File: src/sld_pkg.sv
package sld_pkg;
  // Clock and on-time of the detector before a timed sample is taken
  localparam int CLK_FREQ_MHZ = 100;
  localparam int ON_TIME_US = 100;
  localparam int ON_CYCLES = (ON_TIME_US * CLK_FREQ_MHZ + 0);
  // Enable register plus three synchroniser stages before a result is usable
  localparam int PIPE_CYCLES = 4;
  localparam int CNT_W = 16;

  // Threshold selector: eight equal ascending steps, code 0 lowest
  localparam int SEL_W = 3;
  localparam logic [SEL_W-1:0] SEL_RESET = 3'h0;
  localparam int LEVEL_LOW_BASE_MV = 1050;
  localparam int LEVEL_STD_BASE_MV = 2200;
  localparam int LEVEL_STEP_MV = 50;
  localparam int LEVEL_STD_TOP_MV = LEVEL_STD_BASE_MV + 7 * LEVEL_STEP_MV;

  // Latch values: one means supply below threshold
  localparam logic LATCH_RESET = 1'h0;
  localparam logic SYNC_RESET = 1'h0;
  localparam int SYNC_COUNT = 2;
  localparam int SYNC_MAIN = 0;
  localparam int SYNC_SUB = 1;

  typedef enum logic [1:0] {
    SLD_IDLE,
    SLD_INSTR_WAIT,
    SLD_PERIODIC
  } sld_state_t;

  // Rising edge of cur against prev; swapping the arguments gives a falling edge
  function automatic logic sld_edge(input logic prev, input logic cur);
    sld_edge = ~prev & cur;
  endfunction
endpackage

File: src/sld_sync.sv
`timescale 1ns/1ps
module sld_sync
  import sld_pkg::*;
(
  input wire logic clk_in,
  input wire logic rst_n_in,
  input wire logic d_in,
  output logic q_out
);
  logic s1;
  logic s2;
  logic s3;
  logic next_q;

  // A change is taken only once the second and third stages agree
  always_comb begin
    next_q = q_out;
    if (s2 == s3) begin
      next_q = s3;
    end
  end

  always_ff @(posedge clk_in) begin
    if (!rst_n_in) begin
      s1 <= SYNC_RESET;
      s2 <= SYNC_RESET;
      s3 <= SYNC_RESET;
      q_out <= SYNC_RESET;
    end else begin
      s1 <= d_in;
      s2 <= s1;
      s3 <= s2;
      q_out <= next_q;
    end
  end

  AST_SYNC_AGREE: assert property (@(posedge clk_in) disable iff (!rst_n_in)
    (q_out != $past(q_out)) |-> ($past(s2) == $past(s3)) && (q_out == $past(s3)))
    else $error("sync output changed without stage agreement");
endmodule

File: src/sld_sampler.sv
`timescale 1ns/1ps
module sld_sampler
  import sld_pkg::*;
#(
  parameter int WAIT_CYCLES = ON_CYCLES + PIPE_CYCLES
) (
  input wire logic clk_in,
  input wire logic rst_n_in,
  input wire logic start_in,
  output logic busy_out,
  output logic done_out
);
  localparam logic [CNT_W-1:0] LAST = CNT_W'(WAIT_CYCLES - 1);

  logic [CNT_W-1:0] cnt;
  logic [CNT_W-1:0] next_cnt;
  logic next_busy;
  logic next_done;
  logic [CNT_W-1:0] run_len;

  // Holds the detector on for the full settle time, then flags the capture
  always_comb begin
    next_cnt = cnt;
    next_busy = busy_out;
    next_done = 1'b0;
    if (busy_out) begin
      if (cnt == LAST) begin
        next_busy = 1'b0;
        next_done = 1'b1;
        next_cnt = '0;
      end else begin
        next_cnt = cnt + CNT_W'(1);
      end
    end else if (start_in) begin
      next_busy = 1'b1;
      next_cnt = '0;
    end
  end

  always_ff @(posedge clk_in) begin
    if (!rst_n_in) begin
      cnt <= '0;
      busy_out <= 1'b0;
      done_out <= 1'b0;
    end else begin
      cnt <= next_cnt;
      busy_out <= next_busy;
      done_out <= next_done;
    end
  end

  // Length of the current on window, read only by the check below
  always_ff @(posedge clk_in) begin
    if (!rst_n_in) begin
      run_len <= '0;
    end else if (!busy_out) begin
      run_len <= '0;
    end else begin
      run_len <= run_len + CNT_W'(1);
    end
  end

  AST_ON_TIME: assert property (@(posedge clk_in) disable iff (!rst_n_in)
    done_out |-> (run_len == CNT_W'(WAIT_CYCLES)))
    else $error("capture before the detector was on long enough");

  AST_START_BUSY: assert property (@(posedge clk_in) disable iff (!rst_n_in)
    (start_in && !busy_out) |=> busy_out ##1 busy_out)
    else $error("sampler did not start");
endmodule

File: src/sld_top.sv
`timescale 1ns/1ps
// Operation
// - Three-bit selector picks one of eight thresholds
// - Heavy-load and detect-on bits switch detection
// - Low sub latch runs periodic sampling until recovered
// - Each result is written into readable detect latch
// - Heavy-load rise loads latch after next instruction
// - Heavy-load held: sample on every 2 Hz tick
// - Periodic samples: detector on at least 100 us before capture
// - Detect-on falling edge loads the detect latch
// - Sub latch rise loads both latches after instruction
// - Sub latch held: both latches updated each tick
// - Writes control detection, reads return detect latch
module sld_top
  import sld_pkg::*;
#(
  parameter int ON_CYCLES_P = ON_CYCLES
) (
  input wire logic SYS_CLK_IN,
  input wire logic RSTN_IN,
  input wire logic HEAVY_LOAD_MODE_IN,
  input wire logic DETECT_ON_IN,
  input wire logic [SEL_W-1:0] THRESHOLD_SEL_IN,
  input wire logic INSTR_CYCLE_IN,
  input wire logic TICK_2HZ_IN,
  input wire logic COMP_LOW_IN,
  input wire logic SUB_COMP_LOW_IN,
  output logic DETECT_LATCH_OUT,
  output logic SUB_DETECT_LATCH_OUT,
  output logic DETECT_ENABLE_OUT,
  output logic [SEL_W-1:0] THRESHOLD_SEL_OUT
);
  logic [SYNC_COUNT-1:0] raw_in;
  logic [SYNC_COUNT-1:0] sync_q;
  logic comp_sync;
  logic sub_sync;

  sld_state_t state;
  sld_state_t next_state;
  logic hl_prev;
  logic don_prev;
  logic next_detect;
  logic next_sub;
  logic next_enable;
  logic [SEL_W-1:0] next_sel;

  logic hl_rise;
  logic don_fall;
  logic sub_set;
  logic auto_on;
  logic instr_capture;
  logic load_sub;
  logic smp_start;
  logic smp_busy;
  logic smp_done;

  assign raw_in[SYNC_MAIN] = COMP_LOW_IN;
  assign raw_in[SYNC_SUB] = SUB_COMP_LOW_IN;

  // Both comparator decisions come from the analog side and are asynchronous
  genvar gi;
  generate
    for (gi = 0; gi < SYNC_COUNT; gi++) begin : g_sync
      sld_sync u_sync (
        .clk_in(SYS_CLK_IN),
        .rst_n_in(RSTN_IN),
        .d_in(raw_in[gi]),
        .q_out(sync_q[gi])
      );
    end
  endgenerate

  assign comp_sync = sync_q[SYNC_MAIN];
  assign sub_sync = sync_q[SYNC_SUB];

  sld_sampler #(
    .WAIT_CYCLES(ON_CYCLES_P + PIPE_CYCLES)
  ) u_sampler (
    .clk_in(SYS_CLK_IN),
    .rst_n_in(RSTN_IN),
    .start_in(smp_start),
    .busy_out(smp_busy),
    .done_out(smp_done)
  );

  // Sampling sequencer
  always_comb begin
    hl_rise = sld_edge(hl_prev, HEAVY_LOAD_MODE_IN);
    don_fall = sld_edge(DETECT_ON_IN, don_prev);
    sub_set = sld_edge(SUB_DETECT_LATCH_OUT, sub_sync);
    auto_on = HEAVY_LOAD_MODE_IN | SUB_DETECT_LATCH_OUT | sub_set;
    next_state = state;
    instr_capture = 1'b0;
    smp_start = 1'b0;
    case (state)
      SLD_IDLE: begin
        if (hl_rise || sub_set) begin
          next_state = SLD_INSTR_WAIT;
        end
      end
      SLD_INSTR_WAIT: begin
        // Sample taken when the instruction after the trigger has ended
        if (INSTR_CYCLE_IN) begin
          instr_capture = 1'b1;
          // A trigger in the capture cycle needs its own following instruction
          if (hl_rise || sub_set) begin
            next_state = SLD_INSTR_WAIT;
          end else begin
            next_state = auto_on ? SLD_PERIODIC : SLD_IDLE;
          end
        end
      end
      SLD_PERIODIC: begin
        if (hl_rise || sub_set) begin
          next_state = SLD_INSTR_WAIT;
        end else if (!auto_on && !smp_busy) begin
          next_state = SLD_IDLE;
        end else if (auto_on && TICK_2HZ_IN && !smp_busy) begin
          smp_start = 1'b1;
        end
      end
      default: begin
        next_state = SLD_IDLE;
      end
    endcase
  end

  // Latches, detector power and threshold
  always_comb begin
    next_sel = THRESHOLD_SEL_IN;
    next_detect = DETECT_LATCH_OUT;
    next_sub = SUB_DETECT_LATCH_OUT;
    load_sub = (instr_capture | smp_done) & SUB_DETECT_LATCH_OUT;
    if (instr_capture || smp_done || don_fall) begin
      next_detect = comp_sync;
    end
    if (load_sub) begin
      next_sub = sub_sync;
    end
    // A new low indication wins over a sample that clears the latch
    if (sub_set) begin
      next_sub = 1'b1;
    end
    // Detector stays powered only while a measurement is in progress
    next_enable = DETECT_ON_IN | (next_state == SLD_INSTR_WAIT) | smp_busy | smp_start;
  end

  always_ff @(posedge SYS_CLK_IN) begin
    if (!RSTN_IN) begin
      state <= SLD_IDLE;
      hl_prev <= 1'b0;
      don_prev <= 1'b0;
      DETECT_LATCH_OUT <= LATCH_RESET;
      SUB_DETECT_LATCH_OUT <= LATCH_RESET;
      DETECT_ENABLE_OUT <= 1'b0;
      THRESHOLD_SEL_OUT <= SEL_RESET;
    end else begin
      state <= next_state;
      hl_prev <= HEAVY_LOAD_MODE_IN;
      don_prev <= DETECT_ON_IN;
      DETECT_LATCH_OUT <= next_detect;
      SUB_DETECT_LATCH_OUT <= next_sub;
      DETECT_ENABLE_OUT <= next_enable;
      THRESHOLD_SEL_OUT <= next_sel;
    end
  end

  AST_SEL_FOLLOWS: assert property (@(posedge SYS_CLK_IN) disable iff (!RSTN_IN)
    ##1 (THRESHOLD_SEL_OUT == $past(THRESHOLD_SEL_IN)))
    else $error("threshold select not forwarded");

  AST_DETECT_ON_POWER: assert property (@(posedge SYS_CLK_IN) disable iff (!RSTN_IN)
    DETECT_ON_IN |=> DETECT_ENABLE_OUT)
    else $error("detector not powered while detect-on is set");

  AST_HL_ARMS: assert property (@(posedge SYS_CLK_IN) disable iff (!RSTN_IN)
    ($rose(HEAVY_LOAD_MODE_IN) && state != SLD_INSTR_WAIT) |=>
      (state == SLD_INSTR_WAIT) && DETECT_ENABLE_OUT)
    else $error("heavy-load rise did not arm the instruction sample");

  AST_INSTR_LOAD: assert property (@(posedge SYS_CLK_IN) disable iff (!RSTN_IN)
    (state == SLD_INSTR_WAIT && INSTR_CYCLE_IN) |=>
      (DETECT_LATCH_OUT == $past(comp_sync))
      && (state != SLD_INSTR_WAIT || $past(hl_rise || sub_set)))
    else $error("instruction sample not loaded");

  AST_TICK_START: assert property (@(posedge SYS_CLK_IN) disable iff (!RSTN_IN)
    (state == SLD_PERIODIC && TICK_2HZ_IN && !smp_busy && auto_on && !hl_rise && !sub_set)
      |=> smp_busy ##1 DETECT_ENABLE_OUT)
    else $error("2 Hz tick did not start a sample");

  AST_DONE_LOAD: assert property (@(posedge SYS_CLK_IN) disable iff (!RSTN_IN)
    smp_done |=> (DETECT_LATCH_OUT == $past(comp_sync)))
    else $error("periodic sample not loaded");

  AST_DON_FALL: assert property (@(posedge SYS_CLK_IN) disable iff (!RSTN_IN)
    $fell(DETECT_ON_IN) |=> (DETECT_LATCH_OUT == $past(comp_sync)))
    else $error("detect-on clear did not load the latch");

  AST_SUB_SET: assert property (@(posedge SYS_CLK_IN) disable iff (!RSTN_IN)
    (sub_sync && !SUB_DETECT_LATCH_OUT) |=> SUB_DETECT_LATCH_OUT && (state == SLD_INSTR_WAIT))
    else $error("sub latch rise not handled");

  AST_SUB_LOAD: assert property (@(posedge SYS_CLK_IN) disable iff (!RSTN_IN)
    (smp_done && SUB_DETECT_LATCH_OUT) |=> (SUB_DETECT_LATCH_OUT == $past(sub_sync)))
    else $error("sub latch not updated by periodic sample");

  AST_STOP_RECOVER: assert property (@(posedge SYS_CLK_IN) disable iff (!RSTN_IN)
    (state == SLD_PERIODIC && !HEAVY_LOAD_MODE_IN && !SUB_DETECT_LATCH_OUT && !sub_sync
      && !smp_busy && !hl_rise) |=> (state == SLD_IDLE))
    else $error("periodic sampling kept running after recovery");
endmodule

File: config.mk
export PLATFORM = sky130hd
export DESIGN_NAME = sld_top
export DESIGN_NICKNAME = d
export VERILOG_FILES = /design/src/sld_pkg.sv /design/src/sld_sync.sv /design/src/sld_sampler.sv /design/src/sld_top.sv
export SDC_FILE = /design/constraint.sdc
export NUM_CORES = 1
export LEC_CHECK = 0
export BUFFER_PORTS_ARGS = -buffer_cell sky130_fd_sc_hd__buf_2
export CAP_MARGIN = 5
export CORE_ASPECT_RATIO = 0.8
export CORE_MARGIN = 8
export CORE_UTILIZATION = 57
export DETAILED_ROUTE_END_ITERATION = 7
export PLACE_DENSITY = 0.78
export SYNTH_ARGS = -nofsm -noshare
export SYNTH_HDL_FRONTEND = slang
export SYNTH_HIERARCHICAL = 1
export SYNTH_SLANG_ARGS = --single-unit
File: constraint.sdc
create_clock -name SYS_CLK_IN -period 3.7 [get_ports SYS_CLK_IN]
set_input_delay 0.555 -clock SYS_CLK_IN [delete_from_list [all_inputs] [get_ports SYS_CLK_IN]]
set_output_delay 0.555 -clock SYS_CLK_IN [all_outputs]
set_load 0.02 [all_outputs]
==> results of run 1 <==
layout make-up:
type | instances | area (µm²) | area share
Multi-Input combinational cell | 119 | 867.1 | 0.4809
Sequential cell | 36 | 720.7 | 0.3997
Timing Repair Buffer | 16 | 80.08 | 0.04441
Tap cell | 38 | 47.55 | 0.02637
Clock buffer | 6 | 41.29 | 0.02290
Clock inverter | 2 | 35.03 | 0.01943
Inverter | 3 | 11.26 | 0.006246
cell usage in the layout (no fill, tap or decap), drive strengths merged, types with 5 or more instances in the layout:
cell type  instances
dfxtp             36
buf               16
and2              13
nand2             12
a21oi             11
a31oi             10
nand3             10
clkbuf             6
o21ai              6
nor2               5
synthesized netlist by cell type, types with 4 or more instances:
library cell | number | share of area
a21oi_2 | 6 | 0.032
nor2b_1 | 4 | 0.015
nand2_1 | 12 | 0.027
and2_1 | 10 | 0.038
a21oi_1 | 5 | 0.015
nor2_1 | 5 | 0.011
mux2i_1 | 4 | 0.024
dfxtp_1 | 36 | 0.44
nand3_1 | 10 | 0.030
o21ai_0 | 4 | 0.012
and3_1 | 4 | 0.015
nand2b_1 | 4 | 0.015
a31oi_1 | 10 | 0.038
cells by family (layout without fill, tap and decap cells):
family / after synthesis / in the layout / synth area share
AO/OA/AOI/OAI: 46 / 46 / 0.2264
XOR/XNOR: 2 / 2 / 0.01060
adder cells (fa/ha/maj): 1 / 1 / 0.007569
buffers and inverters: 10 / 27 / 0.03936
flip-flops: 36 / 36 / 0.4360
multiplexers: 4 / 4 / 0.02423
AND/OR/NAND/NOR: 66 / 66 / 0.2559
through the flow:
step                std cells  cell area (µm²)  utilization
detailed placement        212             1727       0.6244
finish                    220             1803       0.6520
CTS                       220             1803       0.6520
floorplan                 165             1653            -
global placement          212             1727       0.6244
global route              220             1803       0.6520
where the power goes:
| group | total, mW | switching, mW | internal, mW |
|---|---|---|---|
| sequential | 0.397 | 0.00275 | 0.395 |
| combinational | 0.0344 | 0.0194 | 0.0151 |
| clock | 0.264 | 0.123 | 0.142 |
| total | 0.696 | 0.145 | 0.551 |
metal layers:
metal,up-vias,track usage,part of all wire
met2,26,0.1889,0.45
met1,627,0.1535,0.49
met3,5,0.06425,0.052
met5,-,0,0
li1,644,-,-
met4,0,0.07895,0.015
worst max-delay path by stage:
stage,from,endpoint,slack (ns),cells after the start
floorplan,HEAVY_LOAD_MODE_IN,u_sampler/cnt[3]$_SDFFE_PN0P_,2.00,7
global placement,RSTN_IN,u_sampler/cnt[14]$_SDFFE_PN0P_,1.60,5
detailed placement,RSTN_IN,u_sampler/cnt[14]$_SDFFE_PN0P_,1.49,5
CTS,u_sampler/cnt[0]$_SDFFE_PN0P_,u_sampler/cnt[14]$_SDFFE_PN0P_,1.77,5
global route,u_sampler/cnt[0]$_SDFFE_PN0P_,u_sampler/cnt[13]$_SDFFE_PN0P_,1.61,5
finish,u_sampler/cnt[0]$_SDFFE_PN0P_,u_sampler/cnt[14]$_SDFFE_PN0P_,1.76,5
sequential cells by signal, indices dropped and copies added (netlist names):
register / flops
DETECT_ENABLE_OUT: 1
DETECT_LATCH_OUT: 1
SUB_DETECT_LATCH_OUT: 1
THRESHOLD_SEL_OUT: 3
don_prev: 1
g_sync.u_sync/q_out: 2
g_sync.u_sync/s1: 2
g_sync.u_sync/s2: 2
g_sync.u_sync/s3: 2
hl_prev: 1
state: 2
u_sampler/busy_out: 1
u_sampler/cnt: 16
u_sampler/done_out: 1
==> impl_metrics.tcl, run 1 <==
set metrics [dict create \
    layout.nets 193 \
    ys_warn_count 6 \
    die_width_um 76.21 \
    slew_headroom 0.4867 \
    start_kind "register" \
    finalWeightedCongestion 0.8694 \
    tightest_slew_ns 0.7675 \
    via_per_inst 5.918 \
    rr_worst_depth 5 \
    dieArea_um2 4890 \
    coreArea_um2 2765 \
    synth.avg_cell_area_um2 10.02 \
    ys_seq_area_frac 0.4360 \
    clk_pin_slew_ns 0.10 \
    drv_cap 0 \
    syn_nets 177 \
    vias 1302 \
    synth_area_um2 1653 \
    synth_edf_count 0 \
    peakVddDrop_uv 277.3 \
    setup_violations 0 \
    path_class "register to register" \
    slowest_stage "a41oi_4" \
    rsz0062_at_grt "no" \
    fp-row-count 17 \
    synthArstFlopShare 0 \
    fin_crit_ns 1.945 \
    clockBufferDepth 2 \
    status "complete, no violations" \
    post_cts_resized 0 \
    ys_ff_latch 36 \
    cts_root_buf "clkbuf_4" \
    hold_violations 0 \
    clock-sinks 36 \
    hold_end "g_sync[1].u_sync/s1$_SDFF_PN0_" \
    cp-end-kind "register" \
    path_max_fanout 25 \
    cts_made_buffers 5 \
    wl_per_cell_um 14.10 \
    cellLeakagePower_nw 0.6658 \
    worstPathCellList "ha_1 > and4_1 > a41oi_4 > a21bo_1 > a31oi_1" \
    period_share 0.5256 \
    synth_cell_types 46 \
    routed_wl_mm 3.102 \
    antenna_found_initial 0 \
    total_power_mw 0.6961 \
    r2r_end "u_sampler/cnt[14]$_SDFFE_PN0P_" \
    n_fill_cell 227 \
    syn_inst 165 \
    hold_slack_ns 0.4178 \
    first_iter_violations 129 \
    grt_pass1_wl_mm 5.250 \
    cp.arrival_ns 2.21 \
    finClkSkew_ns 0.002044 \
    hold_class "primary input to register" \
    max_freq_mhz 514.2 \
    synth-main-ff-cell "dfxtp_1" \
    fin_ws_ns 1.755 \
    initial_core_util 0.5977 \
    hold_path.startpoint "SUB_COMP_LOW_IN" \
    drv_slew 0 \
    first_global_vias 1221 \
    rrSetupSlack_ns 1.76 \
    area_growth_syn_to_layout_pct 9.084 \
    htree_levels 2 \
    hold_path_depth 2 \
    io_buffers 16 \
    num_io_pins 17 \
    grt_max_degree 26 \
    drc 0 \
    r2r_start "u_sampler/cnt[0]$_SDFFE_PN0P_" \
    layout-drive-gt1-share 0.2253 \
    grt_overflow_total 0 \
    cts_tree "done" \
    firstDrtPassIters 4 \
    tns_ns 0 \
    cp.required_ns 3.96 \
    cts_setup_buffers 0 \
    dpl_worst_slack_ns 1.492 \
    postRouteAntennaNets 0 \
    cp_top_family "compound AO/OA/AOI/OAI gates" \
    worst-path-buf-inv 0 \
    hold_buffers 0 \
    grt_use_total 0.1308 \
    diodes 0 \
    die_h_um 64.17 \
    cp_slowest_stage_delay_ns 0.58 \
    dp_hpwl_mm 2.221 \
    clk_latency_ns 0.33 \
    power_density_nw_per_um2 386.1 \
]
Power figures use the tool's default switching activity.
==> run 2, diff against run 1 <==
==> constraint.sdc (replaced) <==
create_clock -name SYS_CLK_IN -period 1.88 [get_ports SYS_CLK_IN]
set_input_delay 0.282 -clock SYS_CLK_IN [delete_from_list [all_inputs] [get_ports SYS_CLK_IN]]
set_output_delay 0.282 -clock SYS_CLK_IN [all_outputs]
set_load 0.02 [all_outputs]
==> run 2 against run 1 <==
Worst setup slack got worse by 1.6 ns. Sequential power increased by 97%. Combinational power is 110% higher. Critical endpoint is now u_sampler/cnt[7]$_SDFFE_PN0P_.
==> impl_metrics.tcl, run 2 (same netlist as run 1, synthesis figures left out) <==
set metrics [dict create \
    path_class "register to register" \
    total_power_mw 1.389 \
    routed_wl_mm 3.437 \
    sw_frac_of_total 0.2173 \
    setup_violations 0 \
    final_cell_mix "dfxtp_1, buf_2, nand2_1" \
    firstDrtPassIters 4 \
    grt_overflow_total 0 \
    worstPathCellList "ha_1 > and4_1 > a41oi_4 > buf_12 > buf_4 > a21oi_2 > o22ai_1" \
    drv_cap 0 \
    worst-path-buf-inv 2 \
    grtUsageMet3 0.06564 \
    slew_headroom 0.7299 \
    die_width_um 76.21 \
    combPwrFrac 0.051 \
    cp-end-kind "register" \
    layout-drive-gt1-share 0.2460 \
    hold_slack_ns 0.1360 \
    via_per_inst 5.818 \
    area_growth_syn_to_layout_pct 12.11 \
    vias 1309 \
    final_common_cell "dfxtp_1" \
    dp_hpwl_mm 2.383 \
    clock-sinks 36 \
    crit_cells 7 \
    drc 0 \
    start_kind "register" \
    reg_top3 "u_sampler/cnt: 16 flops, THRESHOLD_SEL_OUT: 3 flops" \
    p_seq_frac 0.563 \
    tns_ns 0 \
    grt_use_met2 0.2348 \
    cp_top_family "compound AO/OA/AOI/OAI gates" \
    regMostFlops "u_sampler/cnt" \
    antenna_found_initial 0 \
    cellLeakagePower_nw 0.6951 \
    drv_slew 0 \
    status "complete, no violations" \
    finClkSkew_ns 0.009812 \
    initial_core_util 0.5977 \
    postRouteAntennaNets 0 \
    p_int_mw 1.087 \
    clockBufferDepth 2 \
    cts_made_buffers 5 \
    wl_per_cell_um 15.28 \
    hold_class "primary input to register" \
    io_buffers 16 \
    rr_worst_depth 7 \
    rsz0062_at_grt "no" \
    grt_pass1_wl_mm 5.595 \
    die_h_um 64.17 \
    cts_root_buf "clkbuf_4" \
    pwr-share-clk 0.386 \
    path_max_fanout 14 \
    grt.busiest_layer "met2" \
    power_density_nw_per_um2 749.7 \
    peakVddDrop_uv 579.5 \
    tightest_slew_ns 0.4052 \
    first_iter_violations 95 \
    clk_latency_ns 0.34 \
    fin_ws_ns 0.1236 \
    dpl_worst_slack_ns 0.06463 \
    cp.arrival_ns 2.02 \
    hold_violations 0 \
    coreArea_um2 2765 \
    grt_max_degree 23 \
    cp.required_ns 2.15 \
    post_cts_resized 0 \
    dieArea_um2 4890 \
    first_global_vias 1196 \
    cp_slowest_stage_delay_ns 0.36 \
    fin_crit_ns 1.756 \
    cts_tree "done" \
    fp-row-count 17 \
    p_switching_mw 0.3019 \
    slowest_stage "dfxtp_1" \
    largest_reg_flops 16 \
    diodes 0 \
    htree_levels 2 \
    use_met1 0.1606 \
    hold_path_depth 2 \
    max_freq_mhz 569.4 \
    num_io_pins 17 \
    grt_use_total 0.1454 \
    period_share 0.9342 \
    layout.nets 198 \
    clk_pin_slew_ns 0.11 \
    finalWeightedCongestion 0.8707 \
]
run 2: final timing paths:
| kind | slack [ns] | start | to |
|---|---|---|---|
| worst max-delay path | 0.12 | u_sampler/cnt[0]$_SDFFE_PN0P_ | u_sampler/cnt[7]$_SDFFE_PN0P_ |
| worst min-delay path | 0.14 | SUB_COMP_LOW_IN | g_sync[1].u_sync/s1$_SDFF_PN0_ |
| worst max register to register | 0.12 | u_sampler/cnt[0]$_SDFFE_PN0P_ | u_sampler/cnt[7]$_SDFFE_PN0P_ |
| worst min register to register | 0.46 | g_sync[1].u_sync/s1$_SDFF_PN0_ | g_sync[1].u_sync/s2$_SDFF_PN0_ |
run 2: power by group through the flow:
stage,Combinational (mW),Clock (mW),Sequential [mW]
after floorplan,0.0354,0,0.806
after global placement,0.0682,0,0.799
after detailed placement,0.0712,0,0.800
after CTS,0.0714,0.547,0.783
after global routing,0.0780,0.583,0.784
final,0.0709,0.536,0.782
run 2: final cells by class:
| type | instances | area, µm² |
|---|---|---|
| inverters | 3 | 11.26 |
| well taps | 38 | 47.55 |
| repair buffers | 21 | 130.1 |
| multi-input cells | 119 | 867.1 |
| clock buffers | 6 | 41.29 |
| fillers | 231 | 912.1 |
| flip-flops and latches | 36 | 720.7 |
| clock inverters | 2 | 35.03 |
run 2: worst register-to-register path, stage by stage (launching register included):
cell	delay [ns]
dfxtp_1	0.36
ha_1	0.25
and4_1	0.26
a41oi_4	0.26
buf_12	0.17
buf_4	0.16
a21oi_2	0.06
o22ai_1	0.16
run 2: repair_timing:
action	4_1_cts	5_1_grt
hold buffers	0	0
setup buffers	0	2
setup endpoints to repair	0	7
run 2: per-layer routing:
metal	share of wire	wire length, µm	vias to the layer above
met4	0.0084	29	0
met3	0.047	162	2
met2	0.47	1603	34
li1	-	-	655
met1	0.48	1641	618
met5	0	0	-
run 2: per-stage QoR:
stage | std cells | utilization | instance area [µm²]
floorplan | 165 | - | 1653
global placement | 215 | 0.6326 | 1749
detailed placement | 215 | 0.6326 | 1749
CTS | 223 | 0.6602 | 1826
global route | 225 | 0.6701 | 1853
finish | 225 | 0.6701 | 1853
